## config.mk

```make
export PLATFORM = sky130hd
export DESIGN_NAME = duf_top
export DESIGN_NICKNAME = d
export VERILOG_FILES = /design/src/pkg/duf_pkg.sv /design/src/logic/duf_fifo.sv /design/src/logic/duf_rx.sv /design/src/logic/duf_top.sv
export VERILOG_INCLUDE_DIRS = /design/src /design/src/pkg
export SDC_FILE = /design/constraint.sdc
export NUM_CORES = 1
export LEC_CHECK = 0
export BUFFER_PORTS_ARGS = -buffer_cell sky130_fd_sc_hd__buf_2
export CAP_MARGIN = 20
export CORE_ASPECT_RATIO = 1.75
export CORE_MARGIN = 4
export CORE_UTILIZATION = 50
export CTS_BUF_LIST = sky130_fd_sc_hd__clkbuf_4
export DETAILED_ROUTE_END_ITERATION = 12
export GPL_ROUTABILITY_DRIVEN = 1
export PLACE_DENSITY = 0.68
export SLEW_MARGIN = 25
export SYNTH_ARGS = -nofsm -noshare
export SYNTH_HDL_FRONTEND = slang
export SYNTH_SLANG_ARGS = --single-unit
```

## constraint.sdc

```tcl
create_clock -name clk -period 11.7 [get_ports clk]
set_input_delay 2.34 -clock clk [delete_from_list [all_inputs] [get_ports clk]]
set_output_delay 2.34 -clock clk [all_outputs]
set_load 0.02 [all_outputs]
```

## src/pkg/duf_params.svh

```systemverilog
`ifndef DUF_PARAMS_SVH
`define DUF_PARAMS_SVH

// Core clock and line rates, in hertz and baud
`define DUF_CLK_HZ 200000000
`define DUF_STD_BAUD 115200
`define DUF_FAST_BAUD 921600

// Bit period in clock cycles, rounded down
`define DUF_STD_BIT_CYC (`DUF_CLK_HZ / `DUF_STD_BAUD)
`define DUF_FAST_BIT_CYC (`DUF_CLK_HZ / `DUF_FAST_BAUD)

// Character and buffer shape
`define DUF_DATA_BITS 8
`define DUF_LAST_BIT 3'h7
`define DUF_FIFO_DEPTH 8

// Line levels
`define DUF_LINE_IDLE 1'b1
`define DUF_LINE_START 1'b0

`endif

```

## src/pkg/duf_pkg.sv

```systemverilog
package duf_pkg;

    // Transmitter states, one-hot
    typedef enum logic [4:0] {
        duf_tx_idle = 5'h01,
        duf_tx_hold = 5'h02,
        duf_tx_start = 5'h04,
        duf_tx_data = 5'h08,
        duf_tx_stop = 5'h10
    } duf_tx_e;

    // Receiver states, one-hot
    typedef enum logic [3:0] {
        duf_rx_idle = 4'h1,
        duf_rx_start = 4'h2,
        duf_rx_data = 4'h4,
        duf_rx_stop = 4'h8
    } duf_rx_e;

    typedef struct packed {
        duf_tx_e state;
        logic [7:0] shift;
        logic [2:0] idx;
        logic [15:0] cnt;
        logic line;
    } duf_tx_s;

    typedef struct packed {
        duf_rx_e state;
        logic [7:0] shift;
        logic [2:0] idx;
        logic [15:0] cnt;
        logic [7:0] data;
        logic valid;
        logic overrun;
    } duf_rx_s;

endpackage : duf_pkg

```

## src/logic/duf_fifo.sv

```systemverilog
`timescale 1ns/1ps

module duf_fifo #(
    parameter int W = 8,
    parameter int D = 8
) (
    input wire logic clk,
    input wire logic rst,
    input wire logic in_valid,
    output logic in_ready,
    input wire logic [W-1:0] in_data,
    output logic out_valid,
    input wire logic out_ready,
    output logic [W-1:0] out_data
);
    localparam int AW = $clog2(D);

    typedef struct packed {
        logic [D-1:0][W-1:0] mem;
        logic [AW-1:0] wp;
        logic [AW-1:0] rp;
        logic [AW:0] count;
    } duf_fifo_s;

    duf_fifo_s fifo_reg;
    duf_fifo_s fifo_next;
    logic push;
    logic pop;

    // Handshakes straight from the fill level
    assign in_ready = fifo_reg.count != (AW+1)'(D);
    assign out_valid = fifo_reg.count != '0;
    assign out_data = fifo_reg.mem[fifo_reg.rp];
    assign push = in_valid && in_ready;
    assign pop = out_valid && out_ready;

    // Pointer wrap relies on a power-of-two depth
    always_comb begin
        fifo_next = fifo_reg;
        if (push) begin
            fifo_next.mem[fifo_reg.wp] = in_data;
            fifo_next.wp = fifo_reg.wp + 1'b1;
        end
        if (pop) begin
            fifo_next.rp = fifo_reg.rp + 1'b1;
        end
        if (push && !pop) begin
            fifo_next.count = fifo_reg.count + 1'b1;
        end else if (pop && !push) begin
            fifo_next.count = fifo_reg.count - 1'b1;
        end
    end

    always_ff @(posedge clk or posedge rst) begin
        if (rst) begin
            fifo_reg <= '0;
        end else begin
            fifo_reg <= fifo_next;
        end
    end
endmodule : duf_fifo

```

## src/logic/duf_rx.sv

```systemverilog
`timescale 1ns/1ps
`include "duf_params.svh"

module duf_rx #(
    parameter int BIT_CYC = 1736
) (
    input wire logic clk,
    input wire logic rst,
    input wire logic serial_in,
    input wire logic rd,
    output logic [7:0] data,
    output logic valid,
    output logic overrun
);
    localparam logic [15:0] HALF_M1 = 16'(BIT_CYC / 2 - 1);
    localparam logic [15:0] BIT_M1 = 16'(BIT_CYC - 1);

    duf_pkg::duf_rx_s rx_reg;
    duf_pkg::duf_rx_s rx_next;

    assign data = rx_reg.data;
    assign valid = rx_reg.valid;
    assign overrun = rx_reg.overrun;

    // Start edge, mid-bit sampling, stop check
    always_comb begin
        rx_next = rx_reg;
        rx_next.overrun = 1'b0;
        if (rd) begin
            rx_next.valid = 1'b0;
        end
        unique case (rx_reg.state)
            duf_pkg::duf_rx_idle: begin
                if (serial_in == `DUF_LINE_START) begin
                    rx_next.state = duf_pkg::duf_rx_start;
                    rx_next.cnt = HALF_M1;
                end
            end
            duf_pkg::duf_rx_start: begin
                if (rx_reg.cnt != '0) begin
                    rx_next.cnt = rx_reg.cnt - 1'b1;
                end else if (serial_in != `DUF_LINE_START) begin
                    // Glitch shorter than half a bit
                    rx_next.state = duf_pkg::duf_rx_idle;
                end else begin
                    rx_next.state = duf_pkg::duf_rx_data;
                    rx_next.cnt = BIT_M1;
                    rx_next.idx = '0;
                end
            end
            duf_pkg::duf_rx_data: begin
                if (rx_reg.cnt != '0) begin
                    rx_next.cnt = rx_reg.cnt - 1'b1;
                end else begin
                    rx_next.shift = {serial_in, rx_reg.shift[7:1]};
                    rx_next.cnt = BIT_M1;
                    rx_next.idx = rx_reg.idx + 1'b1;
                    if (rx_reg.idx == `DUF_LAST_BIT) begin
                        rx_next.state = duf_pkg::duf_rx_stop;
                    end
                end
            end
            duf_pkg::duf_rx_stop: begin
                if (rx_reg.cnt != '0) begin
                    rx_next.cnt = rx_reg.cnt - 1'b1;
                end else begin
                    rx_next.state = duf_pkg::duf_rx_idle;
                    if (serial_in == `DUF_LINE_IDLE) begin
                        rx_next.overrun = rx_reg.valid && !rd;
                        rx_next.data = rx_reg.shift;
                        rx_next.valid = 1'b1;
                    end
                end
            end
        endcase
    end

    always_ff @(posedge clk or posedge rst) begin
        if (rst) begin
            rx_reg <= '{state: duf_pkg::duf_rx_idle, default: '0};
        end else begin
            rx_reg <= rx_next;
        end
    end
endmodule : duf_rx

```

## src/logic/duf_top.sv

```systemverilog
`timescale 1ns/1ps
`include "duf_params.svh"

module duf_top (
    input wire logic clk,
    input wire logic rst,
    input wire logic std_flow_en,
    input wire logic std_port_serial_in,
    output logic std_port_serial_out,
    input wire logic std_port_send_permit,
    output logic std_port_rx_room,
    input wire logic [7:0] std_tx_data,
    input wire logic std_tx_valid,
    output logic std_tx_ready,
    output logic [7:0] std_rx_data,
    output logic std_rx_valid,
    input wire logic std_rx_read,
    output logic std_rx_overrun,
    input wire logic fast_flow_en,
    input wire logic fast_port_serial_in,
    output logic fast_port_serial_out,
    input wire logic fast_port_send_permit,
    output logic fast_port_rx_room,
    input wire logic [7:0] fast_tx_data,
    input wire logic fast_tx_valid,
    output logic fast_tx_ready,
    output logic [7:0] fast_rx_data,
    output logic fast_rx_valid,
    input wire logic fast_rx_read,
    output logic fast_rx_overrun
);

    ////////////////////////////////////////////////////////////////////////////
    // Per-port views, index 0 standard, 1 fast

    logic [1:0] flow_en;
    logic [1:0] permit;
    logic [1:0] ser_in;
    logic [1:0] ser_out;
    logic [1:0] room;
    logic [1:0] tx_valid;
    logic [1:0] tx_ready;
    logic [1:0][7:0] tx_data;
    logic [1:0][7:0] rx_data;
    logic [1:0] rx_valid;
    logic [1:0] rx_read;
    logic [1:0] rx_overrun;
    logic [1:0] fifo_valid;
    logic [1:0] fifo_ready;
    logic [1:0][7:0] fifo_data;
    duf_pkg::duf_tx_s [1:0] tx_reg;
    duf_pkg::duf_tx_s [1:0] tx_next;

    // Gather pins into arrays
    assign flow_en = {fast_flow_en, std_flow_en};
    assign permit = {fast_port_send_permit, std_port_send_permit};
    assign ser_in = {fast_port_serial_in, std_port_serial_in};
    assign tx_valid = {fast_tx_valid, std_tx_valid};
    assign tx_data = {fast_tx_data, std_tx_data};
    assign rx_read = {fast_rx_read, std_rx_read};

    // Scatter results back to pins
    assign std_port_serial_out = ser_out[0];
    assign fast_port_serial_out = ser_out[1];
    assign std_port_rx_room = room[0];
    assign fast_port_rx_room = room[1];
    assign std_tx_ready = tx_ready[0];
    assign fast_tx_ready = tx_ready[1];

    // Receive side results
    assign std_rx_data = rx_data[0];
    assign fast_rx_data = rx_data[1];
    assign std_rx_valid = rx_valid[0];
    assign fast_rx_valid = rx_valid[1];
    assign std_rx_overrun = rx_overrun[0];
    assign fast_rx_overrun = rx_overrun[1];

    ////////////////////////////////////////////////////////////////////////////
    // two independent ports

    for (genvar i = 0; i < 2; i++) begin : g_port
        localparam int BIT_CYC = (i == 0) ? `DUF_STD_BIT_CYC : `DUF_FAST_BIT_CYC;
        localparam logic [15:0] BIT_M1 = 16'(BIT_CYC - 1);

        // Transmit buffer stalls the processor side when full
        duf_fifo #(
            .W(`DUF_DATA_BITS),
            .D(`DUF_FIFO_DEPTH)
        ) u_tx_fifo (
            .clk(clk),
            .rst(rst),
            .in_valid(tx_valid[i]),
            .in_ready(tx_ready[i]),
            .in_data(tx_data[i]),
            .out_valid(fifo_valid[i]),
            .out_ready(fifo_ready[i]),
            .out_data(fifo_data[i])
        );

        duf_rx #(
            .BIT_CYC(BIT_CYC)
        ) u_rx (
            .clk(clk),
            .rst(rst),
            .serial_in(ser_in[i]),
            .rd(rx_read[i]),
            .data(rx_data[i]),
            .valid(rx_valid[i]),
            .overrun(rx_overrun[i])
        );

        // room only meaningful with flow control
        assign room[i] = flow_en[i] ? !rx_valid[i] : 1'b1;

        // Shift register loads only when the transmitter is free
        assign fifo_ready[i] = tx_reg[i].state == duf_pkg::duf_tx_idle;
        assign ser_out[i] = tx_reg[i].line;

        // Transmit sequencer: load, hold for permit, then frame out
        always_comb begin
            tx_next[i] = tx_reg[i];
            unique case (tx_reg[i].state)
                duf_pkg::duf_tx_idle: begin
                    if (fifo_valid[i]) begin
                        tx_next[i].shift = fifo_data[i];
                        tx_next[i].state = duf_pkg::duf_tx_hold;
                    end
                end
                duf_pkg::duf_tx_hold: begin
                    if (!flow_en[i] || permit[i]) begin
                        tx_next[i].state = duf_pkg::duf_tx_start;
                        tx_next[i].cnt = BIT_M1;
                        tx_next[i].line = `DUF_LINE_START;
                    end
                end
                duf_pkg::duf_tx_start: begin
                    if (tx_reg[i].cnt != '0) begin
                        tx_next[i].cnt = tx_reg[i].cnt - 1'b1;
                    end else begin
                        tx_next[i].state = duf_pkg::duf_tx_data;
                        tx_next[i].cnt = BIT_M1;
                        tx_next[i].idx = '0;
                        tx_next[i].line = tx_reg[i].shift[0];
                    end
                end
                duf_pkg::duf_tx_data: begin
                    if (tx_reg[i].cnt != '0) begin
                        tx_next[i].cnt = tx_reg[i].cnt - 1'b1;
                    end else if (tx_reg[i].idx == `DUF_LAST_BIT) begin
                        tx_next[i].state = duf_pkg::duf_tx_stop;
                        tx_next[i].cnt = BIT_M1;
                        tx_next[i].line = `DUF_LINE_IDLE;
                    end else begin
                        tx_next[i].cnt = BIT_M1;
                        tx_next[i].idx = tx_reg[i].idx + 1'b1;
                        tx_next[i].shift = {1'b0, tx_reg[i].shift[7:1]};
                        tx_next[i].line = tx_reg[i].shift[1];
                    end
                end
                duf_pkg::duf_tx_stop: begin
                    // Full stop bit before the next frame may load
                    if (tx_reg[i].cnt != '0) begin
                        tx_next[i].cnt = tx_reg[i].cnt - 1'b1;
                    end else begin
                        tx_next[i].state = duf_pkg::duf_tx_idle;
                    end
                end
            endcase
        end

        always_ff @(posedge clk or posedge rst) begin
            if (rst) begin
                tx_reg[i] <= '{state: duf_pkg::duf_tx_idle, line: `DUF_LINE_IDLE, default: '0};
            end else begin
                tx_reg[i] <= tx_next[i];
            end
        end

    end
endmodule : duf_top

```

==> flow_summary.yaml, run 1 <==
status:
  outcome: "finished, final reports clean"
clock_tree:
  hold_buffers: 0
  clock_latency_ns: 0.75
  clock_path_buffers: 3
  cts_root_buffer: "clkbuf_4"
  cts_max_level: 3
  clkSinkCount: 296
  cts-resized-gates: 0
  cts_tree: "yes"
  path_clk_slew_ns: 0.06
  numCtsBuffers: 72
  cts_setup_buffers: 0
power_and_ir_drop:
  powerDensity_nw_per_um2: 204
  ir_drop_mv: 0.137
  p_leak_nw: 7.02
sta:
  min_period_ns: 4.99
  fin_crit_sh_pct: 42.6
  slew_headroom_pct: 34.4
  fmax_ghz: 0.201
  maxSlewViolCount: 0
  finClkSkew_ns: 0.0374
  setup_tns_ns: 0
  hold_viol_final: 0
  finalSetupViolations: 0
  rsz0062_at_grt: "no"
  tightest_slew_ns: 0.984
synth:
  avgSynthCellArea_um2: 11.3
  synth_most_common_cell: "dfrtp_1"
  synth_cell_types: 66
  synth_nets: 1341
  synth_seq_cells: 296
  synthTopCellsByArea: "dfrtp_1 (50%), mux2_2 (12%), mux4_2 (5.0%)"
  netlist_instances: 1287
  ys.flop_type: "dfrtp_1"
  syn_area_um2: 14500
  async_reset_ff_share_pct: 100
  ys_top_cells_by_count: "dfrtp_1 (290), mux2_2 (159), nand2_1 (149), nor2_1 (102), o21ai_0 (75)"
  ys_warn_count: 0
  synth_area_leader_cell: "dfrtp_1"
  synth_edf_count: 0
  synth_seq_area_share_pct: 51.1
  netlist.area_leader.share_pct: 50.0
placed_design:
  hpwlAfterDp_mm: 20.0
  io_buffers: 53
  placed_area_um2: 15000
  gp_congestion: 0.848
route:
  antenna_left: 0
  vias_per_cell: 5.61
  drc_errors: 0
  vias: 10049
  drt_iter0_drc: 505
  totalWireLength_mm: 29.8
  wl_per_cell_um: 16.7
  drtPass1Iterations: 5
worst_setup_path:
  cpMaxStageDelayCell: "buf_2"
  required_ns: 9.36
  crit_family: "buffers and inverters"
  path_class: "in2out"
  cp_common_cell: "buf_2"
  critPathLaunchType: "input port"
  max_stage_delay_ns: 0.15
  cp-end-kind: "output port"
  cp_data_arrival_time_ns: 2.65
  crit_chain: "buf_2 -> nand2_1 -> buf_2"
  cp.buffers_inverters: 2
  path_max_fanout: 2
global_routing:
  grt.overflow.total: 0
  grt_max_degree: 191
  grt_pass1_vias: 10445
  track_usage_pct: 19.4
  antenna_found_initial: 3
  grt_pass1_wl_mm: 50.1
finish:
  design_area_um2: 16000
  layout-drive-gt1-share_pct: 28.1
  area_growth_pct: 9.89
  layout.nets: 1411
  fin_util_pct: 55.7
  largest_reg_flops: 148
die:
  die_x_um: 137
  rows: 82
  ios: 54
  start_util_pct: 50.7
  dieArea_um2: 31900
  core_um2: 28600
  die_y_um: 233
worst_hold_path:
  worstHoldPathType: "reg2reg"
run:
  maxCapViolCount: 0
layout make-up:
type / count / area [um2]
repair buffers: 64 / 380
flip-flops and latches: 296 / 7420
well taps: 378 / 473
fillers: 2462 / 12700
diodes: 4 / 10.0
clock buffers: 105 / 788
inverters: 23 / 93.8
multi-input cells: 900 / 6690
clock inverters: 20 / 103
routing by layer:
metal	up-vias	routed length, um	track usage, %
li1	4796	-	-
met2	202	16000	35.3
met1	4993	11700	21.8
met3	58	1390	4.68
met5	-	0	0
met4	0	709	7.37
path summary, 6_finish.rpt:
kind                       slack, ns                                to                      start  cells after the start
max reg2reg                     8.72            g_port[1].u_rx.data[2]  g_port[1].u_rx.rx_reg[10]                      7
min                             0.47                        tx_reg[25]                 tx_reg[25]                      2
max in group asynchronous       8.49  g_port[0].u_tx_fifo.fifo_reg[45]                        rst                      4
max                             6.71                  std_port_rx_room                std_flow_en                      3
min in group asynchronous       1.74              g_port[1].u_rx.valid                        rst                      2
min reg2reg                     0.47                        tx_reg[25]                 tx_reg[25]                      2
cells by family (layout without fill, tap and decap cells):
group	count (synthesis)	in the layout	share of synthesized area (%)
flops	296	296	51.1
fa+ha+maj	26	26	2.34
compound gates	174	174	7.15
other cells	0	4	0
buf+inv	91	212	2.93
xor+xnor	49	49	2.96
simple gates	444	444	15.1
mux	207	207	18.4
worst min-delay path, delay by kind of cell, from the launching register on:
kind,cells,cell delay (ns)
AOI/OAI and AO/OA,1,0.06
DFF,1,0.34
and+or+nand+nor,1,0.04
cells in the final DEF, fill, tap and decap left out, types with 15 or more instances in the layout:
cell      Yosys  final
nand2b_1     16     16
inv_1        21     20
mux2_2      159    159
clkbuf_4      0    105
a21oi_1      42     42
xor2_1       18     18
nor4_1       15     15
clkinv_1      0     15
o21ai_0      75     75
xnor2_1      31     31
mux2i_1      16     16
nand2_1     149    149
nor3_1       38     37
ha_1         24     24
mux4_2       32     32
dfrtp_1     290    289
nand3_1      33     33
nor2_1      102    102
buf_2         1     53
power breakdown:
group | switching [mW] | total (mW) | internal, mW | leakage, nW
Clock | 0.406 | 0.839 | 0.433 | 0.537
Sequential | 0.192 | 1.50 | 1.31 | 3.66
Combinational | 0.417 | 0.918 | 0.502 | 2.83
metrics by stage:
stage / hold slack [ns] / power (mW) / cells / setup WS, ns
6_report: 0.474 / 3.26 / 1790 / 6.71
4_1_cts: 0.479 / 3.31 / 1785 / 6.71
2_1_floorplan: 0.433 / 2.24 / 1287 / 1.19
5_1_grt: 0.510 / 3.49 / 1789 / 6.69
3_3_place_gp: 0.456 / 2.40 / 1660 / 6.71
3_5_place_dp: 0.465 / 2.45 / 1660 / 6.71
(Power assumes the default switching activity.)
==> run 2: changes to the inputs <==
==> constraint.sdc (replaced) <==
create_clock -name clk -period 5 [get_ports clk]
set_input_delay 1 -clock clk [delete_from_list [all_inputs] [get_ports clk]]
set_output_delay 1 -clock clk [all_outputs]
set_load 0.02 [all_outputs]
==> run 2 against run 1 <==
Compared with the run above:
- register-to-register slack got worse by 6.7 ns
- critical endpoint is now g_port[1].u_rx.data[0]
- non-clock buffer count stayed put
- highest routed layer unchanged
- worst setup slack worse by 4.7 ns
==> flow_summary.yaml, run 2 (synthesized netlist as in run 1, its figures left out) <==
status:
  outcome: "finished, final reports clean"
sta:
  hold_viol_final: 0
  finalSetupViolations: 0
  fin_crit_sh_pct: 59.3
  tightest_slew_ns: 0.988
  setup_tns_ns: 0
  maxSlewViolCount: 0
  rsz0062_at_grt: "no"
  finalWorstSetupSlack_ns: 2.03
  min_period_ns: 2.97
  slew_headroom_pct: 34.2
  fmax_ghz: 0.337
  finClkSkew_ns: 0.0405
global_routing:
  grt.overflow.total: 0
  grt_max_degree: 142
  grt_pass1_wl_mm: 50.7
  grt_pass1_vias: 10522
  track_usage_pct: 19.9
  antenna_found_initial: 3
route:
  drc_errors: 0
  totalWireLength_mm: 30.1
  antenna_left: 0
  vias: 9976
  vias_per_cell: 5.58
  drtPass1Iterations: 4
  wl_per_cell_um: 16.8
  drt_iter0_drc: 502
clock_tree:
  clock_latency_ns: 0.73
  numCtsBuffers: 72
  hold_buffers: 0
  cts_tree: "yes"
  cts_max_level: 3
  clock_path_buffers: 3
  cts_setup_buffers: 0
  clkSinkCount: 296
  cts_root_buffer: "clkbuf_4"
  cts-resized-gates: 0
  path_clk_slew_ns: 0.07
finish:
  area_growth_pct: 10.1
  design_area_um2: 16000
  layout_common_cells: "dfrtp_1 (289), mux2_2 (159), nand2_1 (149), clkbuf_4 (115), nor2_1 (102)"
  instances_no_fill: 1789
  layout-drive-gt1-share_pct: 28.7
  layout.nets: 1411
  largest_reg_flops: 148
  mostFrequentLayoutCell: "dfrtp_1"
power_and_ir_drop:
  powerDensity_nw_per_um2: 482
  ir_drop_mv: 0.345
  p_leak_nw: 7.04
worst_setup_path:
  rrSetupSlack_ns: 2.03
  cp_data_arrival_time_ns: 3.55
  r2r_cells: 7
  required_ns: 5.58
  crit_chain: "inv_1 -> ha_1 -> nor4b_1 -> and4b_1 -> nand2_1 -> nor3_2 -> mux2_2"
  cp.buffers_inverters: 1
  path_class: "reg2reg"
  cp-end-kind: "flop"
  cpMaxStageDelayCell: "nor3_2"
  path_max_fanout: 8
  crit_family: "simple AND/OR/NAND/NOR gates"
  critPathLaunchType: "flop"
  max_stage_delay_ns: 0.62
  r2r-end: "g_port[1].u_rx.data[0]"
  r2r-start: "g_port[1].u_rx.rx_reg[10]"
die:
  rows: 82
  die_x_um: 137
  die_y_um: 233
  start_util_pct: 50.7
  core_um2: 28600
  ios: 54
  dieArea_um2: 31900
placed_design:
  place_inst: 1661
  pre_cts_ws_ns: 2.01
  hpwlAfterDp_mm: 20.5
  placed_area_um2: 15000
  io_buffers: 53
  gp_congestion: 0.870
run:
  maxCapViolCount: 0
worst_hold_path:
  worstHoldPathType: "in2async"
## run 2: area by class of cell
type	instances	area, um2
Timing Repair Buffer	64	373
Multi-Input combinational cell	900	6700
Fill cell	2488	12600
Antenna cell	2	5.00
Tap cell	378	473
Inverter	23	90.1
Clock buffer	115	863
Sequential cell	296	7420
Clock inverter	11	68.8
## run 2: report_power, final
part	internal, mW	switching, mW	total (mW)
combinational	1.17	0.977	2.15
clock	1.09	0.941	2.03
sequential	3.07	0.461	3.53
total	5.33	2.38	7.71
## run 2: how the worst max path moves through the flow
stage                              start                      to  depth (start not counted)
6_report       g_port[1].u_rx.rx_reg[10]  g_port[1].u_rx.data[0]                          7
5_1_grt        g_port[1].u_rx.rx_reg[10]  g_port[1].u_rx.data[0]                          7
4_1_cts        g_port[1].u_rx.rx_reg[10]  g_port[1].u_rx.data[0]                          7
3_5_place_dp   g_port[1].u_rx.rx_reg[10]  g_port[1].u_rx.data[3]                          7
3_3_place_gp   g_port[1].u_rx.rx_reg[10]  g_port[1].u_rx.data[4]                          7
2_1_floorplan                        rst  g_port[0].u_rx.data[0]                          1
## run 2: metal layers
layer	up-vias	share of wire, %	GRT usage (%)
li1	4792	-	-
met1	4933	39	21.8
met2	189	55	36.2
met3	62	3.6	3.81
met4	0	2.6	9.61
met5	-	0	0
## run 2: through the flow
stage               util (%)  power, mW  hold WS, ns
detailed placement      52.5       5.75        0.460
CTS                     55.8       7.82       0.0915
floorplan                  -       5.24        0.433
finish                  55.8       7.71        0.156
global route            55.8       8.24        0.115
global placement        52.5       5.62        0.453
